## config.mk

```make
export PLATFORM = sky130hd
export DESIGN_NAME = pig_top
export DESIGN_NICKNAME = d
export VERILOG_FILES = /design/src/pig_pkg.sv /design/src/pig_top.sv
export SDC_FILE = /design/constraint.sdc
export NUM_CORES = 1
export LEC_CHECK = 0
export BUFFER_PORTS_ARGS = -buffer_cell sky130_fd_sc_hd__buf_4
export CAP_MARGIN = 5
export CORE_UTILIZATION = 25
export CTS_CLUSTER_DIAMETER = 200
export DETAILED_ROUTE_END_ITERATION = 12
export PLACE_DENSITY_LB_ADDON = 0.05
export SYNTH_ARGS = -nofsm -noshare
export SYNTH_HDL_FRONTEND = slang
export SYNTH_SLANG_ARGS = --single-unit
```

## constraint.sdc

```tcl
create_clock -name mclk -period 3.7 [get_ports mclk]
set_input_delay 0.555 -clock mclk [delete_from_list [all_inputs] [get_ports mclk]]
set_output_delay 0.555 -clock mclk [all_outputs]
set_load 0.1 [all_outputs]
```

## src/pig_pkg.sv

```systemverilog
// Purpose: shared constants and types for the modulator irq and generator control
// Assumes: 32-bit register port, word offsets as byte addresses
// Notes:   single generator, 16-bit counter
package pig_pkg;
    // ------------------------------------------------------------
    // register offsets
    // ------------------------------------------------------------
    localparam logic [11:0] OFS_MASTER_CONTROL   = 12'h000;
    localparam logic [11:0] OFS_MOD_IRQ_ENABLE   = 12'h014;
    localparam logic [11:0] OFS_MOD_IRQ_RAW      = 12'h018;
    localparam logic [11:0] OFS_MOD_IRQ_CLEAR    = 12'h01C;
    localparam logic [11:0] OFS_FAULT_STATUS     = 12'h020;
    localparam logic [11:0] OFS_GEN0_CONTROL     = 12'h040;
    localparam logic [11:0] OFS_GEN0_IRQ_ENABLE  = 12'h044;
    localparam logic [11:0] OFS_GEN0_IRQ_RAW     = 12'h048;
    localparam logic [11:0] OFS_GEN0_IRQ_CLEAR   = 12'h04C;
    localparam logic [11:0] OFS_GEN0_LOAD        = 12'h050;
    localparam logic [11:0] OFS_GEN0_COUNT       = 12'h054;
    localparam logic [11:0] OFS_GEN0_CMP_A       = 12'h058;
    localparam logic [11:0] OFS_GEN0_CMP_B       = 12'h05C;
    localparam logic [11:0] OFS_GEN0_PAIR_CTL    = 12'h068;
    localparam logic [11:0] OFS_GEN0_PAIR_DELAY  = 12'h06C;
    // ------------------------------------------------------------
    // field positions
    // ------------------------------------------------------------
    localparam int BIT_FAULT_IRQ      = 16;
    localparam int BIT_GEN0_IRQ       = 0;
    localparam int BIT_FAULT_LIVE     = 0;
    localparam int BIT_SYNC_REQUEST   = 0;
    localparam int BIT_CMP_B_UPD      = 5;
    localparam int BIT_CMP_A_UPD      = 4;
    localparam int BIT_LOAD_UPD       = 3;
    localparam int BIT_DEBUG_RUN      = 2;
    localparam int BIT_UPDOWN_MODE    = 1;
    localparam int BIT_GEN_ENABLE     = 0;
    localparam int BIT_PAIR_ENABLE    = 0;
    localparam int EV_ZERO  = 0;
    localparam int EV_LOAD  = 1;
    localparam int EV_A_UP  = 2;
    localparam int EV_A_DN  = 3;
    localparam int EV_B_UP  = 4;
    localparam int EV_B_DN  = 5;
    localparam int CNT_W    = 16;
    localparam int EV_W     = 6;
    localparam int CTL_W    = 6;
    // ------------------------------------------------------------
    // reset values
    // ------------------------------------------------------------
    localparam logic [31:0] RST_WORD  = 32'h0000_0000;
    localparam logic [15:0] RST_COUNT = 16'h0000;
    localparam logic [7:0]  RST_DELAY = 8'h00;
    // ------------------------------------------------------------
    // types
    // ------------------------------------------------------------
    typedef struct packed {
        logic [11:0] addr;
        logic [31:0] wdata;
        logic        wr;
        logic        rd;
    } pig_bus_type;
    typedef enum logic [0:0] {
        DIR_DOWN = 1'b0,
        DIR_UP   = 1'b1
    } pig_dir_type;
endpackage : pig_pkg

```

## src/pig_top.sv

```systemverilog
// Purpose: module irq summary, fault latch and generator 0 control with counter
// Assumes: mclk 20 MHz, rst_n synchronous active low, fault and debug are pins
// Notes:   outputs are flops; register read data one cycle after read strobe
//
// What this block does
// Fault enable routes fault to module interrupt
// Generator enable routes generator irq to interrupt
// Raw status shows sources regardless of module enables
// Fault irq latched until software clears it
// Generator summary bit follows generator, unlatched
// Write one clears fault latch; zero ignored
// Clear register bit 0 read-only generator flag
// Status bit 0 shows live fault input
// Two outputs: independent or complementary delayed pair
// Comparator A update at zero, or after request
// Comparator B update timing same as A
// Load update at zero, or after request
// Debug halts counter at zero unless run bit
// Down mode counts load to zero, wraps
// Up/down mode counts zero to load and back
// Enable clear stops generator entirely
// Software leaves reserved bits alone
// Sync request applies updates at zero, self-clears
// Generator status write-one clears reason
// Interrupt is OR of raw AND enable
//
// The address-and-strobe port was chosen for this implementation.
`timescale 1ns/1ps
`default_nettype none
module pig_top (
    input  wire logic                mclk,
    input  wire logic                rst_n,
    input  wire pig_pkg::pig_bus_type bus,
    output var  logic [31:0]         rdata,
    input  wire logic                fault_pin,
    input  wire logic                debug_pin,
    output var  logic                gen_output_first,
    output var  logic                gen_output_second,
    output var  logic                module_irq
);
    import pig_pkg::*;
    // ------------------------------------------------------------
    // pin synchronisers: [0] fault, [1] debug
    // ------------------------------------------------------------
    logic [1:0] s1_reg, s2_reg, s3_reg, pin_reg;
    always_ff @(posedge mclk) begin
        if (!rst_n) begin
            s1_reg  <= 2'h0;
            s2_reg  <= 2'h0;
            s3_reg  <= 2'h0;
            pin_reg <= 2'h0;
        end else begin
            s1_reg  <= {debug_pin, fault_pin};
            s2_reg  <= s1_reg;
            s3_reg  <= s2_reg;
            pin_reg <= (s2_reg & s3_reg) | (pin_reg & (s2_reg | s3_reg));
        end
    end
    logic fault_live, debug_live;
    assign fault_live = pin_reg[0];
    assign debug_live = pin_reg[1];
    // ------------------------------------------------------------
    // register writes
    // ------------------------------------------------------------
    logic wr_en;
    logic [31:0] wd;
    assign wr_en = bus.wr;
    assign wd    = bus.wdata;
    logic             fault_en_reg, gen_en_reg, sync_req_reg, pair_en_reg;
    logic [CTL_W-1:0] ctl_reg;
    logic [EV_W-1:0]  gen_inten_reg, gen_ris_reg;
    logic [CNT_W-1:0] load_new_reg, cmpa_new_reg, cmpb_new_reg;
    logic [CNT_W-1:0] load_act_reg, cmpa_act_reg, cmpb_act_reg, cnt_reg;
    logic [7:0]       delay_reg;
    logic             load_dirty_reg, cmpa_dirty_reg, cmpb_dirty_reg;
    logic             fault_lat_reg;
    pig_dir_type      dir_reg;
    always_ff @(posedge mclk) begin
        if (!rst_n) begin
            fault_en_reg  <= 1'b0;
            gen_en_reg    <= 1'b0;
            ctl_reg       <= RST_WORD[CTL_W-1:0];
            gen_inten_reg <= RST_WORD[EV_W-1:0];
            pair_en_reg   <= 1'b0;
            delay_reg     <= RST_DELAY;
        end else if (wr_en) begin
            case (bus.addr)
                OFS_MOD_IRQ_ENABLE: begin
                    fault_en_reg <= wd[BIT_FAULT_IRQ];
                    gen_en_reg   <= wd[BIT_GEN0_IRQ];
                end
                OFS_GEN0_CONTROL:    ctl_reg       <= wd[CTL_W-1:0];
                OFS_GEN0_IRQ_ENABLE: gen_inten_reg <= wd[EV_W-1:0];
                OFS_GEN0_PAIR_CTL:   pair_en_reg   <= wd[BIT_PAIR_ENABLE];
                OFS_GEN0_PAIR_DELAY: delay_reg     <= wd[7:0];
                default: ;
            endcase
        end
    end
    logic enable, updown, debug_run;
    assign enable    = ctl_reg[BIT_GEN_ENABLE];
    assign updown    = ctl_reg[BIT_UPDOWN_MODE];
    assign debug_run = ctl_reg[BIT_DEBUG_RUN];
    // ------------------------------------------------------------
    // counter
    // ------------------------------------------------------------
    logic zero_evt, halt;
    assign zero_evt = enable && (cnt_reg == RST_COUNT);
    assign halt     = zero_evt && debug_live && !debug_run;

    always_ff @(posedge mclk) begin
        if (!rst_n || !enable) begin
            cnt_reg <= RST_COUNT;
            dir_reg <= DIR_UP;
        end else if (halt) begin
            cnt_reg <= cnt_reg;
        end else if (!updown) begin
            dir_reg <= DIR_DOWN;
            if (cnt_reg == RST_COUNT)
                cnt_reg <= load_act_reg;
            else
                cnt_reg <= cnt_reg - 16'h0001;
        end else if (load_act_reg == RST_COUNT) begin
            cnt_reg <= RST_COUNT;
            dir_reg <= DIR_UP;
        end else if (dir_reg == DIR_UP) begin
            if (cnt_reg >= load_act_reg) begin
                dir_reg <= DIR_DOWN;
                cnt_reg <= cnt_reg - 16'h0001;
            end else begin
                cnt_reg <= cnt_reg + 16'h0001;
            end
        end else begin
            if (cnt_reg == RST_COUNT) begin
                dir_reg <= DIR_UP;
                cnt_reg <= cnt_reg + 16'h0001;
            end else begin
                cnt_reg <= cnt_reg - 16'h0001;
            end
        end
    end

    // ------------------------------------------------------------
    // shadowed load and comparator updates
    // ------------------------------------------------------------
    logic go_load, go_a, go_b;
    assign go_load = zero_evt && load_dirty_reg
                   && (!ctl_reg[BIT_LOAD_UPD] || sync_req_reg);
    assign go_a    = zero_evt && cmpa_dirty_reg
                   && (!ctl_reg[BIT_CMP_A_UPD] || sync_req_reg);
    assign go_b    = zero_evt && cmpb_dirty_reg
                   && (!ctl_reg[BIT_CMP_B_UPD] || sync_req_reg);

    always_ff @(posedge mclk) begin
        if (!rst_n) begin
            load_new_reg   <= RST_COUNT;
            cmpa_new_reg   <= RST_COUNT;
            cmpb_new_reg   <= RST_COUNT;
            load_act_reg   <= RST_COUNT;
            cmpa_act_reg   <= RST_COUNT;
            cmpb_act_reg   <= RST_COUNT;
            load_dirty_reg <= 1'b0;
            cmpa_dirty_reg <= 1'b0;
            cmpb_dirty_reg <= 1'b0;
        end else begin
            if (go_load) begin
                load_act_reg   <= load_new_reg;
                load_dirty_reg <= 1'b0;
            end
            if (go_a) begin
                cmpa_act_reg   <= cmpa_new_reg;
                cmpa_dirty_reg <= 1'b0;
            end
            if (go_b) begin
                cmpb_act_reg   <= cmpb_new_reg;
                cmpb_dirty_reg <= 1'b0;
            end
            // a rewrite before the update replaces the pending value
            if (wr_en && bus.addr == OFS_GEN0_LOAD) begin
                load_new_reg   <= wd[CNT_W-1:0];
                load_dirty_reg <= 1'b1;
            end
            if (wr_en && bus.addr == OFS_GEN0_CMP_A) begin
                cmpa_new_reg   <= wd[CNT_W-1:0];
                cmpa_dirty_reg <= 1'b1;
            end
            if (wr_en && bus.addr == OFS_GEN0_CMP_B) begin
                cmpb_new_reg   <= wd[CNT_W-1:0];
                cmpb_dirty_reg <= 1'b1;
            end
        end
    end

    // request stays until a zero has applied what was queued
    always_ff @(posedge mclk) begin
        if (!rst_n)
            sync_req_reg <= 1'b0;
        else if (wr_en && bus.addr == OFS_MASTER_CONTROL
                 && wd[BIT_SYNC_REQUEST])
            sync_req_reg <= 1'b1;
        else if (zero_evt)
            sync_req_reg <= 1'b0;
    end

    // ------------------------------------------------------------
    // generator interrupt reasons
    // ------------------------------------------------------------
    logic [EV_W-1:0] ev;
    logic            up_now;
    assign up_now = updown && (dir_reg == DIR_UP);
    assign ev[EV_ZERO] = zero_evt;
    assign ev[EV_LOAD] = enable && (cnt_reg == load_act_reg);
    assign ev[EV_A_UP] = enable && (cnt_reg == cmpa_act_reg) && up_now;
    assign ev[EV_A_DN] = enable && (cnt_reg == cmpa_act_reg) && !up_now;
    assign ev[EV_B_UP] = enable && (cnt_reg == cmpb_act_reg) && up_now;
    assign ev[EV_B_DN] = enable && (cnt_reg == cmpb_act_reg) && !up_now;
    logic [EV_W-1:0] gen_clr;
    assign gen_clr = (wr_en && bus.addr == OFS_GEN0_IRQ_CLEAR)
                   ? wd[EV_W-1:0] : RST_WORD[EV_W-1:0];

    always_ff @(posedge mclk) begin
        if (!rst_n)
            gen_ris_reg <= RST_WORD[EV_W-1:0];
        else
            gen_ris_reg <= ev | (gen_ris_reg & ~gen_clr);
    end
    logic gen_irq_now;
    assign gen_irq_now = |(gen_ris_reg & gen_inten_reg);

    // ------------------------------------------------------------
    // module interrupt summary
    // ------------------------------------------------------------
    logic fault_clr;
    assign fault_clr = wr_en && bus.addr == OFS_MOD_IRQ_CLEAR
                     && wd[BIT_FAULT_IRQ];

    always_ff @(posedge mclk) begin
        if (!rst_n)
            fault_lat_reg <= 1'b0;
        else if (fault_live)
            fault_lat_reg <= 1'b1;
        else if (fault_clr)
            fault_lat_reg <= 1'b0;
    end
    logic [31:0] raw_word, isc_word;
    always_comb begin
        raw_word = RST_WORD;
        raw_word[BIT_FAULT_IRQ] = fault_lat_reg;
        raw_word[BIT_GEN0_IRQ]  = gen_irq_now;
        isc_word = RST_WORD;
        isc_word[BIT_FAULT_IRQ] = fault_lat_reg && fault_en_reg;
        isc_word[BIT_GEN0_IRQ]  = gen_irq_now && gen_en_reg;
    end

    always_ff @(posedge mclk) begin
        if (!rst_n)
            module_irq <= 1'b0;
        else
            module_irq <= |isc_word;
    end

    // ------------------------------------------------------------
    // output stage
    // ------------------------------------------------------------
    logic [1:0] src;
    logic [7:0] dly;
    logic       a_raw, b_raw;
    assign a_raw  = cnt_reg < cmpa_act_reg;
    assign b_raw  = cnt_reg < cmpb_act_reg;
    assign src[0] = enable && a_raw;
    assign src[1] = enable && (pair_en_reg ? !a_raw : b_raw);
    assign dly    = pair_en_reg ? delay_reg : RST_DELAY;
    logic [1:0] out_reg;
    logic [7:0] edge_cnt_reg [2];
    genvar gi;
    generate
        for (gi = 0; gi < 2; gi++) begin : g_out
            // rising edge held off by the pair delay, falling edge at once
            always_ff @(posedge mclk) begin
                if (!rst_n || !src[gi]) begin
                    out_reg[gi]      <= 1'b0;
                    edge_cnt_reg[gi] <= RST_DELAY;
                end else if (edge_cnt_reg[gi] >= dly) begin
                    out_reg[gi]      <= 1'b1;
                end else begin
                    edge_cnt_reg[gi] <= edge_cnt_reg[gi] + 8'h01;
                end
            end
        end
    endgenerate
    assign gen_output_first  = out_reg[0];
    assign gen_output_second = out_reg[1];

    // ------------------------------------------------------------
    // read port
    // ------------------------------------------------------------
    always_ff @(posedge mclk) begin
        if (!rst_n) begin
            rdata <= RST_WORD;
        end else if (bus.rd) begin
            rdata <= RST_WORD;
            case (bus.addr)
                OFS_MASTER_CONTROL: rdata[BIT_SYNC_REQUEST] <= sync_req_reg;
                OFS_MOD_IRQ_ENABLE: begin
                    rdata[BIT_FAULT_IRQ] <= fault_en_reg;
                    rdata[BIT_GEN0_IRQ]  <= gen_en_reg;
                end
                OFS_MOD_IRQ_RAW:     rdata <= raw_word;
                OFS_MOD_IRQ_CLEAR:   rdata <= isc_word;
                OFS_FAULT_STATUS:    rdata[BIT_FAULT_LIVE] <= fault_live;
                OFS_GEN0_CONTROL:    rdata[CTL_W-1:0] <= ctl_reg;
                OFS_GEN0_IRQ_ENABLE: rdata[EV_W-1:0]  <= gen_inten_reg;
                OFS_GEN0_IRQ_RAW:    rdata[EV_W-1:0]  <= gen_ris_reg;
                OFS_GEN0_IRQ_CLEAR:  rdata[EV_W-1:0]  <= gen_ris_reg & gen_inten_reg;
                OFS_GEN0_LOAD:       rdata[CNT_W-1:0] <= load_new_reg;
                OFS_GEN0_COUNT:      rdata[CNT_W-1:0] <= cnt_reg;
                OFS_GEN0_CMP_A:      rdata[CNT_W-1:0] <= cmpa_new_reg;
                OFS_GEN0_CMP_B:      rdata[CNT_W-1:0] <= cmpb_new_reg;
                OFS_GEN0_PAIR_CTL:   rdata[BIT_PAIR_ENABLE] <= pair_en_reg;
                OFS_GEN0_PAIR_DELAY: rdata[7:0] <= delay_reg;
                default:             rdata <= RST_WORD;
            endcase
        end
    end
endmodule : pig_top
`default_nettype wire

```

* After elaboration in Yosys (flattened, before gate mapping)
Memory sizes are Yosys's and may differ from the RTL's.
Index checks and enable logic that the tools add are counted.
** Cells by class
- $add $sub $neg :: 4
- Order comparisons :: 5
- Eq/ne operators :: 17
- Muxes and demuxes :: 41
- Bitwise logic cells :: 10
- Reductions and logical operators :: 60
** Operators with widths (count)
- 12-bit by 7-bit equality test with 1-bit output, second input constant :: 10
- 16-bit two-way mux :: 6
- 16-bit equality test :: 3
- 5-bit one-hot mux with 9 select lines :: 1
- 12-bit by 5-bit equality test with 1-bit output, second input constant :: 3
- 16-bit zero test :: 2
- 16-bit less-than comparator :: 2
- 8-bit one-hot mux with 4 select lines :: 1
- 1-bit logical AND :: 29
- 1-bit two-way mux :: 26
- 8-bit two-way mux :: 3
- 16-bit by 1-bit adder with 16-bit output, second input constant :: 1
- 8-bit by 1-bit adder with 8-bit output, second input constant :: 2
- 16-bit greater-or-equal comparator :: 1
- 8-bit greater-or-equal comparator :: 2
- 16-bit by 1-bit subtractor with 16-bit output, second input constant :: 1
- 1-bit one-hot mux with 15 select lines :: 1
- 6-bit AND :: 2
- 12-bit by 6-bit equality test with 1-bit output, second input constant :: 1
- 12-bit zero test :: 1
- 1-bit zero test :: 10
- 2-bit one-hot mux with 5 select lines :: 1
- 2-bit AND reduction :: 5
- 2-bit nonzero test :: 5
- 10 further kinds :: 18
** Word-level totals
- Flip-flop bits (word level) :: 175
- Memory bits (writable) :: 16
- Input bits :: 50
- Output and inout bits :: 35
- Word-level logic and storage cells :: 166
- Memories :: 1
** Memory list
- edge_cnt_reg :: words 2, bits a word 8, read ports 2, clocked after Yosys merged registers in 0, write ports 2, line pig_top.sv:274 : logic [7:0] edge_cnt_reg [2];

* Logic depth before layout (Yosys ltp)
- Depth in word-level cells :: 9
- Gate-level depth with buffers :: 12
- Mapped depth without buffers :: 10

* Least setup slack after synthesis
Ideal clock, no wire load.
- Path type :: register to register
- Start point :: register pair_en_reg
- End point :: memory edge_cnt_reg[0][0] (enable)
- Setup time :: 0.384 ns
- Data arrival time :: 2.452 ns
- Data required time :: 3.316 ns
- Slack :: 0.864 ns
- Cell stages (with the launch flop) :: 12
- Path buffers :: 1
- Period minus slack after synthesis :: 2.836 ns
- Cell sequence :: dfxtp_1 clkbuf_1 and2_1 ha_1 nand2b_1 a21oi_1 nor2b_1 o21ai_0 a21oi_1 o21a_1 o21a_1 o21ai_0
** RTL lines
- start, declared :: line pig_top.sv:69 : logic fault_en_reg, gen_en_reg, sync_req_reg, pair_en_reg;
- start signal, assigned :: line pig_top.sv:94 : OFS_GEN0_PAIR_CTL: pair_en_reg <= wd[BIT_PAIR_ENABLE];
- end, declared :: line pig_top.sv:274

==> results.py <==
metrics = {
    "status": {
        "outcome": "complete, no violations",
    },
    "synth": {
        "synth-simple-area-share": 0.2341,
        "ys.flop_type": "dfxtp_1",
        "synthMuxAreaShare": 0.02981,
        "synthAdderAreaFrac": 0.07941,
        "syn_inst": 1290,
        "ys_async_sr_fraction": 0,
        "synth-seq-cells": 191,
        "synth-compound-area-share": 0.1930,
        "yosys.area.top_type": "dfxtp_1",
        "synth.distinct_cells": 76,
        "synthTopCellsByArea": "dfxtp_1 (32%), nand2_1 (8.1%), ha_1 (7.9%), a21boi_0 (5.9%), edfxtp_1 (4.4%)",
        "synth.most_common_cell": "nand2_1",
        "synth_edf_count": 16,
        "synth_area_mm2": 0.01087,
        "synth-seq-area-share": 0.3664,
        "synth_top_area_frac": 0.3222,
        "synth_commonest_cells": "nand2_1 (235), dfxtp_1 (175), a21boi_0 (85)",
        "avgSynthCellArea_um2": 8.428,
        "synth_xor_xnor_area_share": 0.03142,
        "yosys_warnings": 0,
        "synth_top_family_by_area": "simple AND/OR/NAND/NOR gates",
    },
    "timing": {
        "period_needed_ns": 3.184,
        "final.setup_skew_ns": 0.01911,
        "fin_crit_sh": 0.8605,
        "setup_viol": 0,
        "rsz0062_at_grt": "no",
        "fmax_mhz": 314.1,
        "holdWs_ns": 0.2694,
        "slew-limit-headroom": 0.3818,
        "hold_violations": 0,
        "worst_pin_slew_ns": 0.9273,
        "final.setup.tns_ns": 0,
        "drv_slew": 0,
    },
    "floorplanning": {
        "dieArea_mm2": 0.04433,
        "die_x_um": 210.5,
        "die_h_um": 210.5,
        "fp.coreArea_mm2": 0.04298,
        "start_util": 0.2529,
        "ioPinCount": 85,
        "rows": 76,
    },
    "drt": {
        "vias": 9050,
        "first_pass_iters": 6,
        "wl_per_cell_um": 19.31,
        "drc": 0,
        "routed_wl_mm": 37.31,
        "drt_iter0_drc": 494,
        "antenna_left": 0,
        "vias_per_cell": 4.684,
    },
    "pwr": {
        "p_sw_uw": 1073,
        "switching_share": 0.2564,
        "leakage_uw": 0.004403,
        "ir_drop_mv": 0.3336,
        "pwr-share-comb": 0.056,
        "power.share.sequential": 0.498,
        "clkPwrFrac": 0.446,
        "p_int_uw": 3111,
        "p_per_area_mw_per_mm2": 334.7,
    },
    "grt": {
        "use_met2": 0.2631,
        "grt_pass1_wl_mm": 56.45,
        "track_usage": 0.1740,
        "grt_pass1_vias": 8768,
        "grt-ovfl-total": 0,
        "antenna_found_initial": 0,
        "grt_max_degree": 54,
        "grt-busiest-layer": "met2",
        "met3_usage": 0.03591,
        "grt.met1_usage": 0.2482,
    },
    "worst_setup_path": {
        "cpLargestDelayFamily": "compound AO/OA/AOI/OAI gates",
        "cp_num_cells": 9,
        "critPathArrivalTime_ns": 3.54,
        "ff2ff_setup_slack_ns": 0.52,
        "max_stage_delay_ns": 0.59,
        "r2r-start": "cnt_reg[10]",
        "crit_chain": "buf_4 > ha_1 > a21oi_1 > nor2_1 > a2111oi_0 > o311ai_0 > o2bb2ai_1 > nor2b_1 > and2_1",
        "crit_path_end_kind": "register",
        "worstPathMaxFanout": 9,
        "timing.rr.end": "edge_cnt_reg[1][6]",
        "path_class": "reg2reg",
        "cp_slowest_cell": "dfxtp_1",
        "required_ns": 4.06,
        "critPathBufInv": 1,
        "setup.worst_path.start_class": "register",
        "reg2reg_depth": 9,
    },
    "clock_tree": {
        "cts_buffers": 17,
        "cts_setup_buffers": 0,
        "cts_resized": 0,
        "root_buffer": "clkbuf_16",
        "clk_latency_ns": 0.50,
        "cts_tree": "yes",
        "cts.sinks": 191,
        "cts_max_path_buffers": 2,
        "path_clk_slew_ns": 0.08,
        "holdBufCountCts": 0,
        "h-tree-depth": 4,
    },
    "finish": {
        "largest_register_ffs": 17,
        "n_fill_cell": 4709,
        "drive_above_1_share": 0.1418,
        "diodes": 0,
        "syn_to_final_growth_pct": 14.98,
        "layout.nets": 1453,
        "regMostFlops": "rdata",
    },
    "place": {
        "place.gp.congestion": 0.8065,
        "port_buffers": 54,
        "hpwl_mm": 27.37,
    },
    "job": {
        "maxCapViolations": 0,
    },
    "min_path": {
        "min_path_type": "in2reg",
        "holdPathStages": 2,
        "whs_endpoint": "s1_reg[1]",
        "holdCritStartpoint": "debug_pin",
    },
}
-- stage by stage --
step                      setup WS [ns]    util  total power [µW]  cell area, µm²  instances
after detailed placement         0.4072  0.2777              2368           11940       1900
after global placement           0.4378  0.2777              2368           11940       1900
final                            0.5160  0.2908              4184           12500       1932
after global routing             0.2532  0.2908              4361           12500       1932
after CTS                        0.3816  0.2908              4277           12500       1932
after floorplan                  0.8642       -              2291           10920       1304
-- placed cells by master, fill, tap and decap left out, types with 5 or more instances in the layout --
master,n
a21o_1,6
nor2b_1,35
o21a_1,18
edfxtp_1,16
inv_1,60
a221oi_1,5
o211ai_1,5
dfxtp_1,175
nand2_1,235
buf_4,98
nand4_1,16
o21ai_0,30
nand2b_1,7
nand2_2,20
xor2_1,18
nand3_1,64
xnor2_1,21
a22oi_1,8
nor4_1,8
a31oi_1,8
conb_1,15
clkbuf_16,18
o22ai_1,22
mux4_2,5
a21oi_1,28
nor2_1,64
ha_1,69
and3_1,12
a21boi_1,10
mux2i_1,20
a222oi_1,10
nor3_1,15
a21boi_2,20
and2_1,24
a21boi_0,85
-- cells by family after synthesis --
family,Yosys count
fa+ha+maj,69
mux,26
flops,191
buf+inv,150
other cells,1
compound gates,285
simple gates,529
xor+xnor,39
-- worst max path at each step --
stage	startpoint	end	slack, ns
after floorplan	pair_en_reg	edge_cnt_reg[0][0]	0.86
after global placement	cnt_reg[10]	edge_cnt_reg[1][3]	0.44
after detailed placement	cnt_reg[10]	edge_cnt_reg[1][3]	0.41
after CTS	cnt_reg[10]	edge_cnt_reg[1][3]	0.38
after global routing	cnt_reg[10]	edge_cnt_reg[1][6]	0.25
final	cnt_reg[10]	edge_cnt_reg[1][6]	0.52
-- layer usage --
metal	share of wire	up-vias	routed length [µm]
met5	0	-	0
met4	0.013	0	488
met3	0.029	26	1091
met2	0.44	129	16390
met1	0.52	4346	19340
li1	-	4549	-
-- area by class of cell --
cell class	count	area [µm²]	area share
sequential	191	3984	0.3187
inverter	62	232.7	0.01862
multi-input combinational	963	6231	0.4985
clock inverter	8	52.55	0.004204
tap	585	732.0	0.05855
clock buffer	24	513.0	0.04104
timing repair buffer	99	755.7	0.06045
-- power by group through the flow --
stage / sequential, µW / combinational, µW / clock [µW]
after floorplan: 2140 / 148 / 0
after global placement: 2130 / 236 / 0
after detailed placement: 2130 / 236 / 0
after CTS: 2080 / 236 / 1960
after global routing: 2080 / 245 / 2030
final: 2080 / 233 / 1870
No activity file was read; power rests on OpenSTA's default activity.
